[src/design/bfhc_pkg.sv]
// Package for the boot flash host controller: pin group, ops, timing
package bfhc_pkg;
  localparam int unsigned CLK_MHZ = 200;
  localparam int unsigned ADDR_W = 22;
  localparam int unsigned DATA_W = 16;
  // Bus cycle phase times in ns
  localparam int unsigned T_SETUP_NS = 20;
  localparam int unsigned T_STROBE_NS = 70;
  localparam int unsigned T_HOLD_NS = 20;
  localparam int unsigned T_RESET_NS = 150;
  localparam int unsigned T_WAKE_NS = 150;
  // Least times round up to whole cycles
  localparam int unsigned SETUP_CYC = (T_SETUP_NS * CLK_MHZ + 999) / 1000;
  localparam int unsigned STROBE_CYC = (T_STROBE_NS * CLK_MHZ + 999) / 1000;
  localparam int unsigned HOLD_CYC = (T_HOLD_NS * CLK_MHZ + 999) / 1000;
  localparam int unsigned RESET_CYC = (T_RESET_NS * CLK_MHZ + 999) / 1000;
  localparam int unsigned WAKE_CYC = (T_WAKE_NS * CLK_MHZ + 999) / 1000;
  localparam int unsigned CNT_W = 8;
  // Block layout of the device
  localparam int unsigned PARAM_BLOCKS = 8;
  localparam int unsigned PARAM_WORDS = 4096;
  localparam int unsigned MAIN_WORDS = 32768;
  localparam logic [DATA_W-1:0] BYTE_MASK = 16'h00ff;
  // Identifier address: A0 selects, A1 and up held at zero
  localparam logic [ADDR_W-1:0] ID_MAKER_ADDR = 22'h000000;
  localparam logic [ADDR_W-1:0] ID_DEVICE_ADDR = 22'h000001;
  // Host operation codes
  typedef enum logic [1:0] {
    BFHC_OP_READ,
    BFHC_OP_WRITE,
    BFHC_OP_RESET
  } bfhc_op_t;
  // Flash pin group driven by the controller
  typedef struct packed {
    logic reset_powerdown_n;
    logic chip_sel_n;
    logic out_en_n;
    logic write_en_n;
    logic write_protect_n;
    logic [ADDR_W-1:0] addr;
  } bfhc_pins_t;
endpackage

[src/design/bfhc_timer.sv]
// Down counter that paces the phases of each bus cycle
`timescale 1ns/1ps
module bfhc_timer
  import bfhc_pkg::*;
#(
  parameter int unsigned WIDTH = CNT_W
) (
  input wire logic clk,
  input wire logic rstn,
  input wire logic load,
  input wire logic [WIDTH-1:0] value,
  output logic done
);
  logic [WIDTH-1:0] cnt_reg;
  logic [WIDTH-1:0] cnt_next;

  initial begin
    if (WIDTH < 2) begin
      $error("bfhc_timer width too small");
    end
  end

  // Load wins over counting so a new phase never inherits the old count
  always_comb begin
    cnt_next = cnt_reg;
    if (load) begin
      cnt_next = value;
    end else if (cnt_reg != '0) begin
      cnt_next = cnt_reg - 1'b1;
    end
  end

  always_ff @(posedge clk or negedge rstn) begin
    if (!rstn) begin
      cnt_reg <= '0;
    end else begin
      cnt_reg <= cnt_next;
    end
  end

  // Done looks at the count only; the sequencer loads on done, so
  // gating done by load would close a combinational loop
  assign done = (cnt_reg == '0);
endmodule

[src/design/bfhc_host.sv]
// Host controller that runs read, write and reset cycles on a NOR flash
`timescale 1ns/1ps
module bfhc_host
  import bfhc_pkg::*;
#(
  parameter int unsigned BYTE_WIDE = 0
) (
  input wire logic clk,
  input wire logic rstn,
  input wire logic req_valid,
  input wire bfhc_op_t req_op,
  input wire logic [ADDR_W-1:0] req_addr,
  input wire logic [DATA_W-1:0] req_wdata,
  input wire logic req_unlock,
  output logic req_ready,
  output logic rsp_valid,
  output logic [DATA_W-1:0] rsp_rdata,
  output bfhc_pins_t flash_pins,
  output logic [DATA_W-1:0] data_lines_o,
  output logic data_lines_oe,
  input wire logic [DATA_W-1:0] data_lines_i
);
  typedef enum {
    ST_POR, ST_WAKE, ST_IDLE, ST_SETUP, ST_STROBE, ST_HOLD, ST_RESET
  } bfhc_state_t;

  bfhc_state_t state_reg, state_next;
  bfhc_op_t op_reg, op_next;
  bfhc_pins_t pins_reg, pins_next;
  logic [DATA_W-1:0] dout_reg, dout_next;
  logic oe_reg, oe_next;
  logic ready_reg, ready_next;
  logic rv_reg, rv_next;
  logic [DATA_W-1:0] rdata_reg, rdata_next;
  logic [DATA_W-1:0] sync1_reg, sync2_reg;
  logic t_load;
  logic [CNT_W-1:0] t_value;
  logic t_done;

  initial begin
    if (BYTE_WIDE > 1) begin
      $error("BYTE_WIDE must be 0 or 1");
    end
    if (WAKE_CYC >= (1 << CNT_W) || RESET_CYC >= (1 << CNT_W)) begin
      $error("Timer too narrow for phase counts");
    end
  end

  // Byte-wide parts leave the upper data lines unused
  function automatic logic [DATA_W-1:0] lane_mask(input logic [DATA_W-1:0] d);
    lane_mask = (BYTE_WIDE != 0) ? (d & BYTE_MASK) : d;
  endfunction

  bfhc_timer #(.WIDTH(CNT_W)) u_timer (
    .clk(clk),
    .rstn(rstn),
    .load(t_load),
    .value(t_value),
    .done(t_done)
  );

  // Read data comes from the pins, so it is synchronised before use
  always_ff @(posedge clk or negedge rstn) begin
    if (!rstn) begin
      sync1_reg <= '0;
      sync2_reg <= '0;
    end else begin
      sync1_reg <= data_lines_i;
      sync2_reg <= sync1_reg;
    end
  end

  // Cycle sequencer; strobes never overlap so no invalid combination forms
  always_comb begin
    state_next = state_reg;
    op_next = op_reg;
    pins_next = pins_reg;
    dout_next = dout_reg;
    oe_next = oe_reg;
    ready_next = 1'b0;
    rv_next = 1'b0;
    rdata_next = rdata_reg;
    t_load = 1'b0;
    t_value = '0;
    case (state_reg)
      ST_POR: begin
        // Timer resets to zero, so load the full reset time before counting
        state_next = ST_RESET;
        t_load = 1'b1;
        t_value = CNT_W'(RESET_CYC);
      end
      ST_WAKE: begin
        // Device returns to array reads alone; just wait out wake time
        if (t_done) begin
          state_next = ST_IDLE;
          ready_next = 1'b1;
        end
      end
      ST_IDLE: begin
        ready_next = 1'b1;
        if (req_valid && ready_reg) begin
          ready_next = 1'b0;
          op_next = req_op;
          pins_next.addr = req_addr;
          // Lockable blocks need write protect high for the whole cycle
          pins_next.write_protect_n = req_unlock;
          if (req_op == BFHC_OP_RESET) begin
            pins_next.reset_powerdown_n = 1'b0;
            state_next = ST_RESET;
            t_load = 1'b1;
            t_value = CNT_W'(RESET_CYC);
          end else begin
            pins_next.chip_sel_n = 1'b0;
            // Host drives data lines only for writes, with output enable high
            // Read modes change through a written command word or a reset
            if (req_op == BFHC_OP_WRITE) begin
              dout_next = lane_mask(req_wdata);
              oe_next = 1'b1;
            end
            state_next = ST_SETUP;
            t_load = 1'b1;
            t_value = CNT_W'(SETUP_CYC);
          end
        end
      end
      ST_SETUP: begin
        if (t_done) begin
          if (op_reg == BFHC_OP_WRITE) begin
            pins_next.write_en_n = 1'b0;
          end else begin
            pins_next.out_en_n = 1'b0;
          end
          state_next = ST_STROBE;
          t_load = 1'b1;
          t_value = CNT_W'(STROBE_CYC);
        end
      end
      ST_STROBE: begin
        if (t_done) begin
          if (op_reg == BFHC_OP_READ) begin
            rdata_next = lane_mask(sync2_reg);
            rv_next = 1'b1;
          end
          // Rising strobe latches the command or data in the device
          pins_next.write_en_n = 1'b1;
          pins_next.out_en_n = 1'b1;
          state_next = ST_HOLD;
          t_load = 1'b1;
          t_value = CNT_W'(HOLD_CYC);
        end
      end
      ST_HOLD: begin
        if (t_done) begin
          pins_next.chip_sel_n = 1'b1;
          oe_next = 1'b0;
          state_next = ST_IDLE;
          ready_next = 1'b1;
        end
      end
      ST_RESET: begin
        if (t_done) begin
          pins_next.reset_powerdown_n = 1'b1;
          state_next = ST_WAKE;
          t_load = 1'b1;
          t_value = CNT_W'(WAKE_CYC);
        end
      end
      default: begin
        state_next = ST_IDLE;
      end
    endcase
  end

  // Reset holds the device in reset-powerdown; release starts the reset time, then the wake wait
  always_ff @(posedge clk or negedge rstn) begin
    if (!rstn) begin
      state_reg <= ST_POR;
      op_reg <= BFHC_OP_READ;
      pins_reg <= '{reset_powerdown_n: 1'b0, chip_sel_n: 1'b1,
                    out_en_n: 1'b1, write_en_n: 1'b1,
                    write_protect_n: 1'b0, addr: '0};
      dout_reg <= '0;
      oe_reg <= 1'b0;
      ready_reg <= 1'b0;
      rv_reg <= 1'b0;
      rdata_reg <= '0;
    end else begin
      state_reg <= state_next;
      op_reg <= op_next;
      pins_reg <= pins_next;
      dout_reg <= dout_next;
      oe_reg <= oe_next;
      ready_reg <= ready_next;
      rv_reg <= rv_next;
      rdata_reg <= rdata_next;
    end
  end

  assign flash_pins = pins_reg;
  assign data_lines_o = dout_reg;
  assign data_lines_oe = oe_reg;
  assign req_ready = ready_reg;
  assign rsp_valid = rv_reg;
  assign rsp_rdata = rdata_reg;

  // Checks on the pin sequence
  a_no_invalid_mix: assert property (@(posedge clk) disable iff (!rstn)
    !(!pins_reg.chip_sel_n && !pins_reg.out_en_n && !pins_reg.write_en_n))
    else $error("All three strobes low");
  a_read_strobes: assert property (@(posedge clk) disable iff (!rstn)
    !pins_reg.out_en_n |-> !pins_reg.chip_sel_n && pins_reg.write_en_n &&
    pins_reg.reset_powerdown_n && !oe_reg)
    else $error("Bad read strobes");
  a_write_strobes: assert property (@(posedge clk) disable iff (!rstn)
    !pins_reg.write_en_n |-> !pins_reg.chip_sel_n && pins_reg.out_en_n &&
    oe_reg)
    else $error("Bad write strobes");
  a_reset_quiet: assert property (@(posedge clk) disable iff (!rstn)
    !pins_reg.reset_powerdown_n |-> pins_reg.chip_sel_n && !oe_reg)
    else $error("Strobes active in reset");
  a_wp_steady: assert property (@(posedge clk) disable iff (!rstn)
    !pins_reg.chip_sel_n && !$past(pins_reg.chip_sel_n) |->
    $stable(pins_reg.write_protect_n))
    else $error("Write protect moved in cycle");
  a_addr_steady: assert property (@(posedge clk) disable iff (!rstn)
    !pins_reg.chip_sel_n && !$past(pins_reg.chip_sel_n) |->
    $stable(pins_reg.addr))
    else $error("Address moved in cycle");
  a_byte_lanes: assert property (@(posedge clk) disable iff (!rstn)
    (BYTE_WIDE != 0) |-> (dout_reg & ~BYTE_MASK) == '0 &&
    (rdata_reg & ~BYTE_MASK) == '0)
    else $error("Upper lanes used on byte part");
  a_read_answer: assert property (@(posedge clk) disable iff (!rstn)
    $fell(pins_reg.out_en_n) |-> ##[1:40] rsp_valid)
    else $error("Read not answered");
  a_float_deselect: assert property (@(posedge clk) disable iff (!rstn)
    pins_reg.chip_sel_n |-> !oe_reg && pins_reg.out_en_n)
    else $error("Driving while deselected");

  c_read: cover property (@(posedge clk) disable iff (!rstn) rsp_valid);
  c_write: cover property (@(posedge clk) disable iff (!rstn)
    $rose(pins_reg.write_en_n));
  c_reset: cover property (@(posedge clk) disable iff (!rstn)
    $rose(pins_reg.reset_powerdown_n));
endmodule

[config.mk]
export PLATFORM = sky130hd
export DESIGN_NAME = bfhc_host
export DESIGN_NICKNAME = d
export VERILOG_FILES = /design/src/design/bfhc_pkg.sv /design/src/design/bfhc_timer.sv /design/src/design/bfhc_host.sv
export SDC_FILE = /design/constraint.sdc
export NUM_CORES = 1
export LEC_CHECK = 0
export BUFFER_PORTS_ARGS = -buffer_cell sky130_fd_sc_hd__buf_2
export CORE_ASPECT_RATIO = 0.75
export CORE_MARGIN = 2
export CORE_UTILIZATION = 35
export CTS_BUF_LIST = sky130_fd_sc_hd__clkbuf_8
export DETAILED_ROUTE_END_ITERATION = 8
export GPL_TIMING_DRIVEN = 0
export HOLD_SLACK_MARGIN = 0.15
export SYNTH_ARGS = -nofsm -noshare
export SYNTH_HDL_FRONTEND = slang
export SYNTH_HIERARCHICAL = 1
export SYNTH_SLANG_ARGS = --single-unit
[constraint.sdc]
create_clock -name clk -period 5.9 [get_ports clk]
set_input_delay 0.59 -clock clk [delete_from_list [all_inputs] [get_ports clk]]
set_output_delay 0.59 -clock clk [all_outputs]
set_load 0.005 [all_outputs]
==> qor.csv, run 1 <==
stage,metric,value,unit
run_status,status,"complete, no violations",
timing,unrepaired setup endpoints after global routing,no,
placement,Final HPWL DP,5650,um
clock_network,CTS tree,built,
timing,number of endpoints failing setup at the final stage,0,
global_route,largest net degree at the start of global routing,70,
clock_network,cts bufs inserted,9,
global_route,gr ovfl total,0,
critical_path,Worst Path Required,6.15,ns
critical_path,Critical Path Source Type,flop,
clock_network,post-CTS setup buffers,0,
layout,ANT cells,0,
global_route,Tot GR Track Use,13.4,%
logic_synthesis,Synth Cell Area,4040,um2
detailed_routing,TritonRoute pass-1 iters,4,
clock_network,Skew-Pair Late Insertion Delay,0.36,ns
detailed_routing,initial detailed-routing violation count,115,
global_route,initial antenna violation count,0,
power,Pleak,2.69,nW
timing,final hold vios,0,
power,power per cell area,248,nW/um2
critical_path,reg-to-reg endpoint,rsp_rdata[8],
layout,Final Non-Filler Cells,553,
logic_synthesis,synthesis-stage register bit count,107,
detailed_routing,post-DR vias/cell,4.69,
critical_path,critical-path maximum fanout,11,
floorplan,I/O pins,122,
detailed_routing,Routed WL per cell,14.1,um
placement,GPL Wtd Cong,0.845,
logic_synthesis,syn_area_per_cell,14.9,um2
clock_network,CTS sink count,107,
placement,IO buf count,121,
critical_path,CP Capture Type,flop,
clock_network,CTS resizes,0,
layout,number of flip-flops in the largest register,27,
placement,Placed Instances,537,
detailed_routing,Final ANT Viol Nets,0,
clock_network,Clock Tree Root,clkbuf_8,
logic_synthesis,YS warnings,6,
global_route,vias in the first global route,2697,
floorplan,Starting Density,36.4,%
clock_network,Clock Pin Slew Worst Setup and Hold Paths,0.10,ns
logic_synthesis,register area share after synthesis,66.3,%
floorplan,die area,12400,um2
timing,crit path time final,3.47,ns
floorplan,Core ar.,11100,um2
flow_run,max_cap viols,0,
logic_synthesis,post-synthesis instance total,272,
floorplan,DIE HEIGHT,97.1,um
timing,Rel. slew slack,14.1,%
layout,Filler Cells Inserted,1006,
global_route,first-pass GRT wire length,13300,um
layout,Layout Area Growth over Synthesis,25.7,%
floorplan,Rows,33,
layout,share of cells above drive strength 1,50.1,%
critical_path,R2R Path Start,u_timer/cnt_reg[3],
timing,final setup skew,0.0163,ns
critical_path,"Worst Path Class, Setup",flop to flop,
detailed_routing,drt drc,0,
critical_path,crit path DAT,3.72,ns
clock_network,H-tree depth,3,
power,Worst VDD drop,0.000113,V
clock_network,Hold Buf Count CTS,0,
layout,fin nets,469,
power,total power,1.26,mW
floorplan,Die Span X,128,um
detailed_routing,via count,2596,
timing,measured slew at the worst slew-check pin,1.28,ns
timing,count of final max-slew check failures,0,
critical_path,reg2reg setup slack,2.43,ns
timing,Final period util,58.8,%
critical_path,Reg2Reg Depth,8,
timing,top achievable clock speed,0.288,GHz
detailed_routing,DRT Wirelength,7780,um
clock_network,clock buffer depth,2,
timing,Fin Setup TNS,0,ns
min_path,Hold Crit Class,input port to async pin,
logic_synthesis,synth unique cells,47,
## worst max-delay path, cell delays in order, from the launching register on
cell and delay (ns):
dfrtp_1 0.38, buf_6 0.13, or4_4 0.57, nor3_1 0.99, nand4bb_1 0.29, or3_1 0.40
buf_6 0.16, buf_12 0.15, mux2_4 0.29
## synth_stat cells (all sizes together)
cell type / n / share of area, %
a21boi: 1 / 0.19
a21oi: 3 / 0.37
a221oi: 1 / 0.22
a22o: 2 / 0.43
a2bb2oi: 2 / 0.43
a31oi: 3 / 0.46
a32o: 1 / 0.25
a32oi: 1 / 0.22
and3: 1 / 0.15
and4b: 1 / 0.25
buf: 7 / 1.7
clkbuf: 4 / 0.37
conb: 1 / 0.093
dfrtp: 104 / 64
dfstp: 3 / 1.9
ha: 1 / 0.31
inv: 8 / 0.74
mux2: 57 / 17
nand2: 11 / 1.0
nand2b: 5 / 0.77
nand3: 2 / 0.25
nand4: 1 / 0.15
nand4b: 3 / 0.65
nand4bb: 1 / 0.28
nor2: 8 / 0.74
nor2b: 4 / 0.62
nor3: 3 / 0.37
nor3b: 1 / 0.19
nor4: 2 / 0.68
o211ai: 2 / 0.37
o21a: 1 / 0.19
o21ai: 13 / 1.6
o221a: 1 / 0.28
o221ai: 1 / 0.22
o22a: 1 / 0.22
o31ai: 3 / 0.56
o41ai: 1 / 0.22
or3: 3 / 0.46
or4: 2 / 0.46
xnor2: 2 / 0.43
## kinds of logic (layout without fill, tap and decap cells)
| family | after synthesis | count (layout) | share of synthesized area [%] |
|---|---|---|---|
| AOI/OAI and AO/OA | 37 | 37 | 6.22 |
| xor gates and xnor gates | 2 | 2 | 0.433 |
| adders and majority gates | 1 | 1 | 0.309 |
| buffers and inverters | 19 | 157 | 2.85 |
| DFF | 107 | 107 | 66.3 |
| muxes | 57 | 57 | 16.7 |
| other | 1 | 4 | 0.0928 |
| and+or+nand+nor | 48 | 48 | 7.06 |
## power by group
group | total [mW] | switching [mW] | leakage [nW] | internal (mW)
Combinational | 0.0368 | 0.0202 | 1.21 | 0.0166
Clock | 0.475 | 0.250 | 0.108 | 0.226
Sequential | 0.746 | 0.00262 | 1.38 | 0.744
Total | 1.26 | 0.273 | 2.69 | 0.986
## layout make-up
| class | instances | area (um2) | area share [%] |
|---|---|---|---|
| clock buffers | 11 | 151 | 2.98 |
| flip-flops and latches | 107 | 2680 | 52.8 |
| well taps | 140 | 175 | 3.45 |
| multi-input cells | 149 | 1260 | 24.7 |
| repair buffers | 122 | 636 | 12.5 |
| plain buffers | 11 | 85.1 | 1.67 |
| inverters | 8 | 30.0 | 0.591 |
| clock inverters | 5 | 66.3 | 1.30 |
## per-stage QoR
step | hold WS, ns | cell area, um2 | utilization [%] | worst slack, ns
after floorplan | 0.294 | 4050 | - | 3.02
after global placement | 0.332 | 4830 | 43.5 | 2.55
after detailed placement | 0.335 | 4860 | 43.8 | 2.42
after CTS | 0.182 | 5080 | 45.8 | 2.40
after global routing | 0.190 | 5080 | 45.8 | 2.21
final | 0.183 | 5080 | 45.8 | 2.43
## layer usage
layer	wire length, um	part of all wire [%]	track usage, %
met1	3650	47	18.0
met2	3510	45	20.0
met3	497	6.4	4.79
met4	124	1.6	4.82
met5	0	0	0
## cells in the final DEF, fill, tap and decap left out, drive strengths merged, types with 2 or more instances in the layout
| cell type | netlist | final |
|---|---|---|
| nor3 | 3 | 3 |
| conb | 1 | 4 |
| or4 | 2 | 2 |
| inv | 8 | 11 |
| mux2 | 57 | 57 |
| nand2 | 11 | 11 |
| nor2 | 8 | 8 |
| dfrtp | 104 | 104 |
| nand4b | 3 | 3 |
| o211ai | 2 | 2 |
| clkbuf | 4 | 15 |
| a31oi | 3 | 3 |
| o31ai | 3 | 3 |
| nor2b | 4 | 4 |
| o21ai | 13 | 13 |
| a22o | 2 | 2 |
| or3 | 3 | 3 |
| xnor2 | 2 | 2 |
| a21oi | 3 | 3 |
| nor4 | 2 | 2 |
| nand3 | 2 | 2 |
| dfstp | 3 | 3 |
| buf | 7 | 129 |
| nand2b | 5 | 5 |
| a2bb2oi | 2 | 2 |
## how the worst max path moves through the flow
stage,cells past startpoint,to,from
2_1_floorplan,8,rsp_rdata[10],u_timer/cnt_reg[3]
3_3_place_gp,8,rsp_rdata[6],u_timer/cnt_reg[3]
3_5_place_dp,8,rsp_rdata[14],u_timer/cnt_reg[3]
4_1_cts,8,rsp_rdata[8],u_timer/cnt_reg[3]
5_1_grt,8,rsp_rdata[8],u_timer/cnt_reg[3]
6_report,8,rsp_rdata[8],u_timer/cnt_reg[3]
(Power assumes the default switching activity.)
==> inputs of run 2 (changes only) <==
--- a/config.mk
+++ b/config.mk
@@ -5,6 +5,7 @@
 export SDC_FILE = /design/constraint.sdc
 export NUM_CORES = 1
 export LEC_CHECK = 0
+export ABC_AREA = 1
 export BUFFER_PORTS_ARGS = -buffer_cell sky130_fd_sc_hd__buf_2
 export CORE_ASPECT_RATIO = 0.75
 export CORE_MARGIN = 2
==> constraint.sdc (replaced) <==
create_clock -name clk -period 2.8 [get_ports clk]
set_input_delay 0.28 -clock clk [delete_from_list [all_inputs] [get_ports clk]]
set_output_delay 0.28 -clock clk [all_outputs]
set_load 0.005 [all_outputs]
==> run 2 against run 1 <==
Effect of this change: flip-flop and latch count stayed put; maximum frequency up 58%; first-iteration DRC count rose by 32%; clock-buffer cell count down 2; clock power is 75% higher.
==> qor.csv, run 2 <==
stage,metric,value,unit,change
placement,Final HPWL DP,6710,um,+19%
placement,pre-CTS setup slack,0.603,ns,-1.82 ns
critical_path,slowest CP cell,dfrtp_1,,
critical_path,crit path launch,u_timer/cnt_reg[0],,
global_route,largest net degree at the start of global routing,68,,-2.9%
logic_synthesis,register area share after synthesis,64.3,%,-2.1 points
layout,"commonest cells after routing, fill and taps aside","nand2_1, buf_2, dfrtp_1",,
layout,final core occ,49.4,%,+3.6 points
layout,Finished Cell Area,5740,um2,+13%
logic_synthesis,syn_area_per_cell,9.64,um2,-35%
logic_synthesis,Synth top area share,62.4,%,-2.0 points
power,power per cell area,805,nW/um2,+220%
clock_network,Clock Pin Slew Worst Setup and Hold Paths,0.10,ns,about the same
detailed_routing,via count,3528,,+36%
clock_network,CTS tree,built,,
logic_synthesis,synth unique cells,32,,-32%
detailed_routing,DRT Wirelength,9910,um,+27%
timing,Fin Setup TNS,0,ns,unchanged
floorplan,I/O pins,122,,unchanged
clock_network,H-tree depth,3,,unchanged
detailed_routing,Final ANT Viol Nets,0,,unchanged
timing,measured slew at the worst slew-check pin,0.832,ns,-0.448 ns
timing,fin worst setup slack,0.610,ns,-1.82 ns
timing,Final period util,78.2,%,+19 points
min_path,Hold Crit Class,input port to flop,,
layout,Final Non-Filler Cells,791,,+43%
layout,share of cells above drive strength 1,27.3,%,-23 points
critical_path,critical-path maximum fanout,10,,-1
floorplan,Rows,34,,+3.0%
detailed_routing,drt drc,0,,unchanged
critical_path,reg2reg setup slack,0.61,ns,-1.82 ns
timing,number of endpoints failing setup at the final stage,0,,unchanged
critical_path,crit path DAT,2.49,ns,-1.23 ns
clock_network,cts bufs inserted,9,,unchanged
timing,hold_ws,0.256,ns,+0.0726 ns
critical_path,CP Capture Type,flop,,
layout,Layout Area Growth over Synthesis,37.5,%,
clock_network,CTS sink count,107,,unchanged
logic_synthesis,Synth Cell Area,4170,um2,+3.2%
floorplan,Starting Density,35.9,%,-0.47 points
floorplan,DIE HEIGHT,98.6,um,+1.5%
clock_network,Skew-Pair Late Insertion Delay,0.36,ns,about the same
layout,ANT cells,0,,unchanged
flow_run,max_cap viols,0,,unchanged
placement,"Cell Area, Placed",5010,um2,+3.0%
timing,count of final max-slew check failures,0,,unchanged
global_route,Tot GR Track Use,16.2,%,+2.8 points
power,Worst VDD drop,0.000358,V,+220%
logic_synthesis,Main synth FF type,dfrtp_1,,
logic_synthesis,"area leader, netlist",dfrtp_1,,
floorplan,Die Span X,130,um,+1.5%
logic_synthesis,post-synthesis instance total,433,,+59%
critical_path,R2R Path Start,u_timer/cnt_reg[0],,
power,Pleak,3.15,nW,+17%
power,total power,4.62,mW,+270%
timing,Rel. slew slack,44.6,%,+31 points
layout,number of flip-flops in the largest register,27,,unchanged
logic_synthesis,synthesis-stage register bit count,107,,unchanged
logic_synthesis,Post-synth EDFFs,0,,unchanged
detailed_routing,initial detailed-routing violation count,152,,+32%
detailed_routing,post-DR vias/cell,4.46,,-5.0%
global_route,gr ovfl total,0,,unchanged
timing,unrepaired setup endpoints after global routing,no,,
layout,"commonest non-fill, non-tap cell in the layout",nand2_1,,
global_route,vias in the first global route,3471,,+29%
run_status,status,"complete, no violations",,
global_route,first-pass GRT wire length,16400,um,+23%
placement,Placed Instances,719,,+34%
critical_path,Critical Path Source Type,flop,,
timing,crit path time final,2.19,ns,-1.28 ns
logic_synthesis,Post-synth top cells,"nand2_1, dfrtp_1, nand3_1",,
detailed_routing,Routed WL per cell,12.5,um,-11%
timing,final setup skew,0.0152,ns,-0.00109 ns
layout,fin nets,685,,+46%
timing,final hold vios,0,,unchanged
floorplan,Core ar.,11600,um2,+4.6%
clock_network,clock buffer depth,2,,unchanged
global_route,initial antenna violation count,0,,unchanged
detailed_routing,TritonRoute pass-1 iters,4,,unchanged
timing,top achievable clock speed,0.457,GHz,+58%
critical_path,worst path cell trace,"inv_1, ha_1, nand3_2, nor2_4, inv_2, nor3_1, nand2_2, inv_2, buf_6, nand2_1, nand2_1",,
min_path,hold_sp,req_op[1],,
clock_network,Clock Tree Root,clkbuf_8,,
logic_synthesis,largest cells by area after synthesis,"dfrtp_1, nand2_1, nand3_1",,
floorplan,die area,12800,um2,+3.1%
critical_path,"slowest stage delay, CP",0.38,ns,-0.61 ns
logic_synthesis,Synth async-reset ratio,100,%,unchanged
critical_path,"Worst Path Class, Setup",flop to flop,,
logic_synthesis,top-count cell post-synth,nand2_1,,
critical_path,Worst Path Required,3.10,ns,-3.05 ns
placement,GPL Wtd Cong,0.877,,+3.7%
logic_synthesis,YS warnings,6,,unchanged
placement,IO buf count,120,,-0.83%
## run 2: changes by cell type after synthesis, moves of 7 or more
cell / change
nand2_1: +166
nand3_1: +52
mux2_2: -47
mux2_4: -9
nor2_1: +9
buf_2: +8
inv_1: +8
inv_2: +7
## run 2: kinds of logic after synthesis
| family | synth area share [%] |
|---|---|
| simple gates | 27.6 |
| flops | 64.3 |
| buf+inv | 4.35 |
| compound gates | 3.21 |
| xor+xnor | 0.210 |
| fa+ha+maj | 0.300 |
| other cells | 0.0899 |
## run 2: critical path: cells and delay by family, from the launching register on
kind	cells	cell delay (ns)
simple gates	6	0.87
buf+inv	4	0.60
flops	1	0.38
fa+ha+maj	1	0.25
## run 2: what timing repair did
action	in CTS	in global routing
gates resized for setup	0	0
hold endpoints to repair	120	1
buffers inserted	0	0
hold buffers	55	1
## run 2: worst paths after layout
path	cells after the start	endpoint
worst max-delay path	11	rsp_rdata[11]
worst min-delay path	4	data_lines_o[1]
worst min register to register	0	sync2_reg[10]
max in group asynchronous	3	flash_pins[24]
worst max register to register	11	rsp_rdata[11]
min in group asynchronous	2	flash_pins[7]
## run 2: where the power goes
group / switching, mW / leakage (nW) / internal, mW
combinational: 0.952 / 1.73 / 0.662
sequential: 0.226 / 1.34 / 1.94
clock: 0.511 / 0.0906 / 0.321
total: 1.69 / 3.15 / 2.93
## run 2: layout make-up
| class | count | area, um2 |
|---|---|---|
| flip-flops and latches | 107 | 2680 |
| fillers | 1069 | 5880 |
| repair buffers | 177 | 1180 |
| clock inverters | 7 | 43.8 |
| multi-input cells | 290 | 1320 |
| clock buffers | 9 | 124 |
| inverters | 24 | 95.1 |
| plain buffers | 15 | 86.3 |
| well taps | 162 | 203 |
## run 2: routing by layer
layer | vias to the layer above | wire length, um | track usage, %
met1 | 1652 | 4520 | 22.1
met4 | 0 | 101 | 4.63
met2 | 115 | 4630 | 24.8
met5 | - | 0 | 0
met3 | 10 | 656 | 5.37
li1 | 1751 | - | -
==> inputs of run 3 (changes only) <==
==> constraint.sdc (replaced) <==
create_clock -name clk -period 2.3 [get_ports clk]
set_input_delay 0.23 -clock clk [delete_from_list [all_inputs] [get_ports clk]]
set_output_delay 0.23 -clock clk [all_outputs]
set_load 0.005 [all_outputs]
==> run 3 against run 2 <==
Effect of this change: routed wire length grew 0.31%; register-to-register slack lost 0.33 ns; critical path depth is the same; core utilization grew 0.22 points; clock-buffer cell count is the same; clock skew grew 0.00072 ns; global-route usage is essentially flat; sequential power grew 22%; clock power grew 21%; setup slack lost 0.33 ns; largest cell class unchanged.
==> qor.csv, run 3 (same netlist as run 2, synthesis figures left out) <==
stage,metric,value,unit,change
detailed_routing,drt drc,0,,unchanged
global_route,Tot GR Track Use,16.2,%,about the same
clock_network,CTS sink count,107,,unchanged
detailed_routing,Routed WL per cell,12.5,um,about the same
floorplan,DIE HEIGHT,98.6,um,unchanged
power,power per cell area,976,nW/um2,+21%
timing,Rel. slew slack,44.6,%,about the same
critical_path,critical-path maximum fanout,10,,unchanged
timing,final setup skew,0.0159,ns,+0.000716 ns
critical_path,Worst Path Required,2.60,ns,-0.50 ns
layout,number of flip-flops in the largest register,27,,unchanged
clock_network,H-tree depth,3,,unchanged
timing,top achievable clock speed,0.495,GHz,+8.3%
run_status,status,"complete, no violations",,
floorplan,die area,12800,um2,unchanged
critical_path,CP Capture Type,flop,,
floorplan,Rows,34,,unchanged
timing,fin worst setup slack,0.278,ns,-0.332 ns
global_route,initial antenna violation count,0,,unchanged
critical_path,crit path DAT,2.32,ns,-0.17 ns
floorplan,I/O pins,122,,unchanged
min_path,Hold Crit Class,input port to flop,,
power,Pleak,3.17,nW,+0.61%
timing,crit path time final,2.02,ns,-0.168 ns
clock_network,Clock Tree Root,clkbuf_8,,
clock_network,cts bufs inserted,9,,unchanged
layout,ANT cells,0,,unchanged
detailed_routing,initial detailed-routing violation count,129,,-15%
global_route,first-pass GRT wire length,16400,um,about the same
timing,final hold vios,0,,unchanged
timing,hold_ws,0.211,ns,-0.0452 ns
timing,unrepaired setup endpoints after global routing,no,,
global_route,largest net degree at the start of global routing,68,,unchanged
placement,GPL Wtd Cong,0.877,,unchanged
critical_path,"Worst Path Class, Setup",flop to flop,,
timing,count of final max-slew check failures,0,,unchanged
global_route,gr ovfl total,0,,unchanged
detailed_routing,TritonRoute pass-1 iters,4,,unchanged
layout,"commonest non-fill, non-tap cell in the layout",nand2_1,,
floorplan,Core ar.,11600,um2,unchanged
timing,Final period util,87.9,%,+9.7 points
clock_network,Clock Pin Slew Worst Setup and Hold Paths,0.10,ns,about the same
floorplan,Die Span X,130,um,unchanged
placement,pre-CTS setup slack,0.103,ns,-0.500 ns
timing,number of endpoints failing setup at the final stage,0,,unchanged
floorplan,Starting Density,35.9,%,unchanged
detailed_routing,DRT Wirelength,9940,um,+0.31%
layout,Layout Area Growth over Synthesis,38.1,%,
clock_network,CTS tree,built,,
timing,measured slew at the worst slew-check pin,0.831,ns,-0.0000773 ns
layout,share of cells above drive strength 1,27.7,%,+0.34 points
detailed_routing,via count,3540,,+0.34%
global_route,vias in the first global route,3472,,+0.029%
clock_network,clock buffer depth,2,,unchanged
critical_path,Critical Path Source Type,flop,,
placement,IO buf count,120,,unchanged
flow_run,max_cap viols,0,,unchanged
layout,"commonest cells after routing, fill and taps aside","nand2_1, buf_2, dfrtp_1",,
placement,Final HPWL DP,6710,um,unchanged
detailed_routing,post-DR vias/cell,4.46,,about the same
clock_network,Skew-Pair Late Insertion Delay,0.36,ns,about the same
detailed_routing,Final ANT Viol Nets,0,,unchanged
layout,fin nets,688,,+0.44%
power,Worst VDD drop,0.000437,V,+22%
==> run 3: worst paths after layout <==
check,from,endpoint,slack (ns),depth (start not counted)
setup / recovery,u_timer/cnt_reg[0],rsp_rdata[11],0.28,11
hold / removal,req_op[1],data_lines_o[1],0.21,4
setup reg to reg,u_timer/cnt_reg[0],rsp_rdata[11],0.28,11
hold reg to reg,sync1_reg[10],sync2_reg[10],0.35,0
max in group asynchronous,rstn,flash_pins[24],1.02,3
min in group asynchronous,rstn,flash_pins[7],0.49,2
==> run 3: metal layers <==
layer,wire length (um),GRT usage [%],vias up
li1,-,-,1757
met5,0,0,-
met2,4680,24.8,109
met1,4570,22.1,1670
met4,55,4.63,0
met3,631,5.37,4
==> run 3: critical path, stage by stage, from the launching register on <==
cell	delay (ns)
dfrtp_1	0.38
inv_1	0.11
ha_1	0.24
nand3_2	0.13
nor2_4	0.15
inv_2	0.11
nor3_1	0.18
nand2_2	0.18
inv_2	0.19
buf_6	0.16
nand2_1	0.05
nand2_1	0.05
==> run 3: power by group <==
group,switching [mW],total [mW],internal [mW],leakage [nW]
clock,0.620,1.01,0.391,0.0906
combinational,1.16,1.97,0.811,1.75
sequential,0.278,2.64,2.37,1.34
total,2.06,5.62,3.57,3.17
==> run 3: what timing repair did <==
action,CTS,global route
gates resized for setup,0,0
endpoints found under the setup margin,0,11
hold endpoints to repair,121,0
setup buffers,0,4
hold buffers,56,0
==> run 3: layout make-up <==
class / instances / area, um2
Clock inverter: 7 / 43.8
Clock buffer: 9 / 124
Sequential cell: 107 / 2680
Fill cell: 1069 / 5850
Multi-Input combinational cell: 290 / 1320
Timing Repair Buffer: 181 / 1210
Tap cell: 162 / 203
Inverter: 24 / 95.1
Buffer: 14 / 81.3
==> run 3: stage by stage <==
step	total power [mW]	setup TNS (ns)	instance area, um2	utilization, %	cells
global route	6.08	0	5760	49.6	794
finish	5.62	0	5760	49.6	794
floorplan	3.81	0	4180	-	436
detailed placement	4.57	0	5010	43.1	719
global placement	4.52	-19.18	4990	42.9	718
CTS	5.67	0	5740	49.4	791
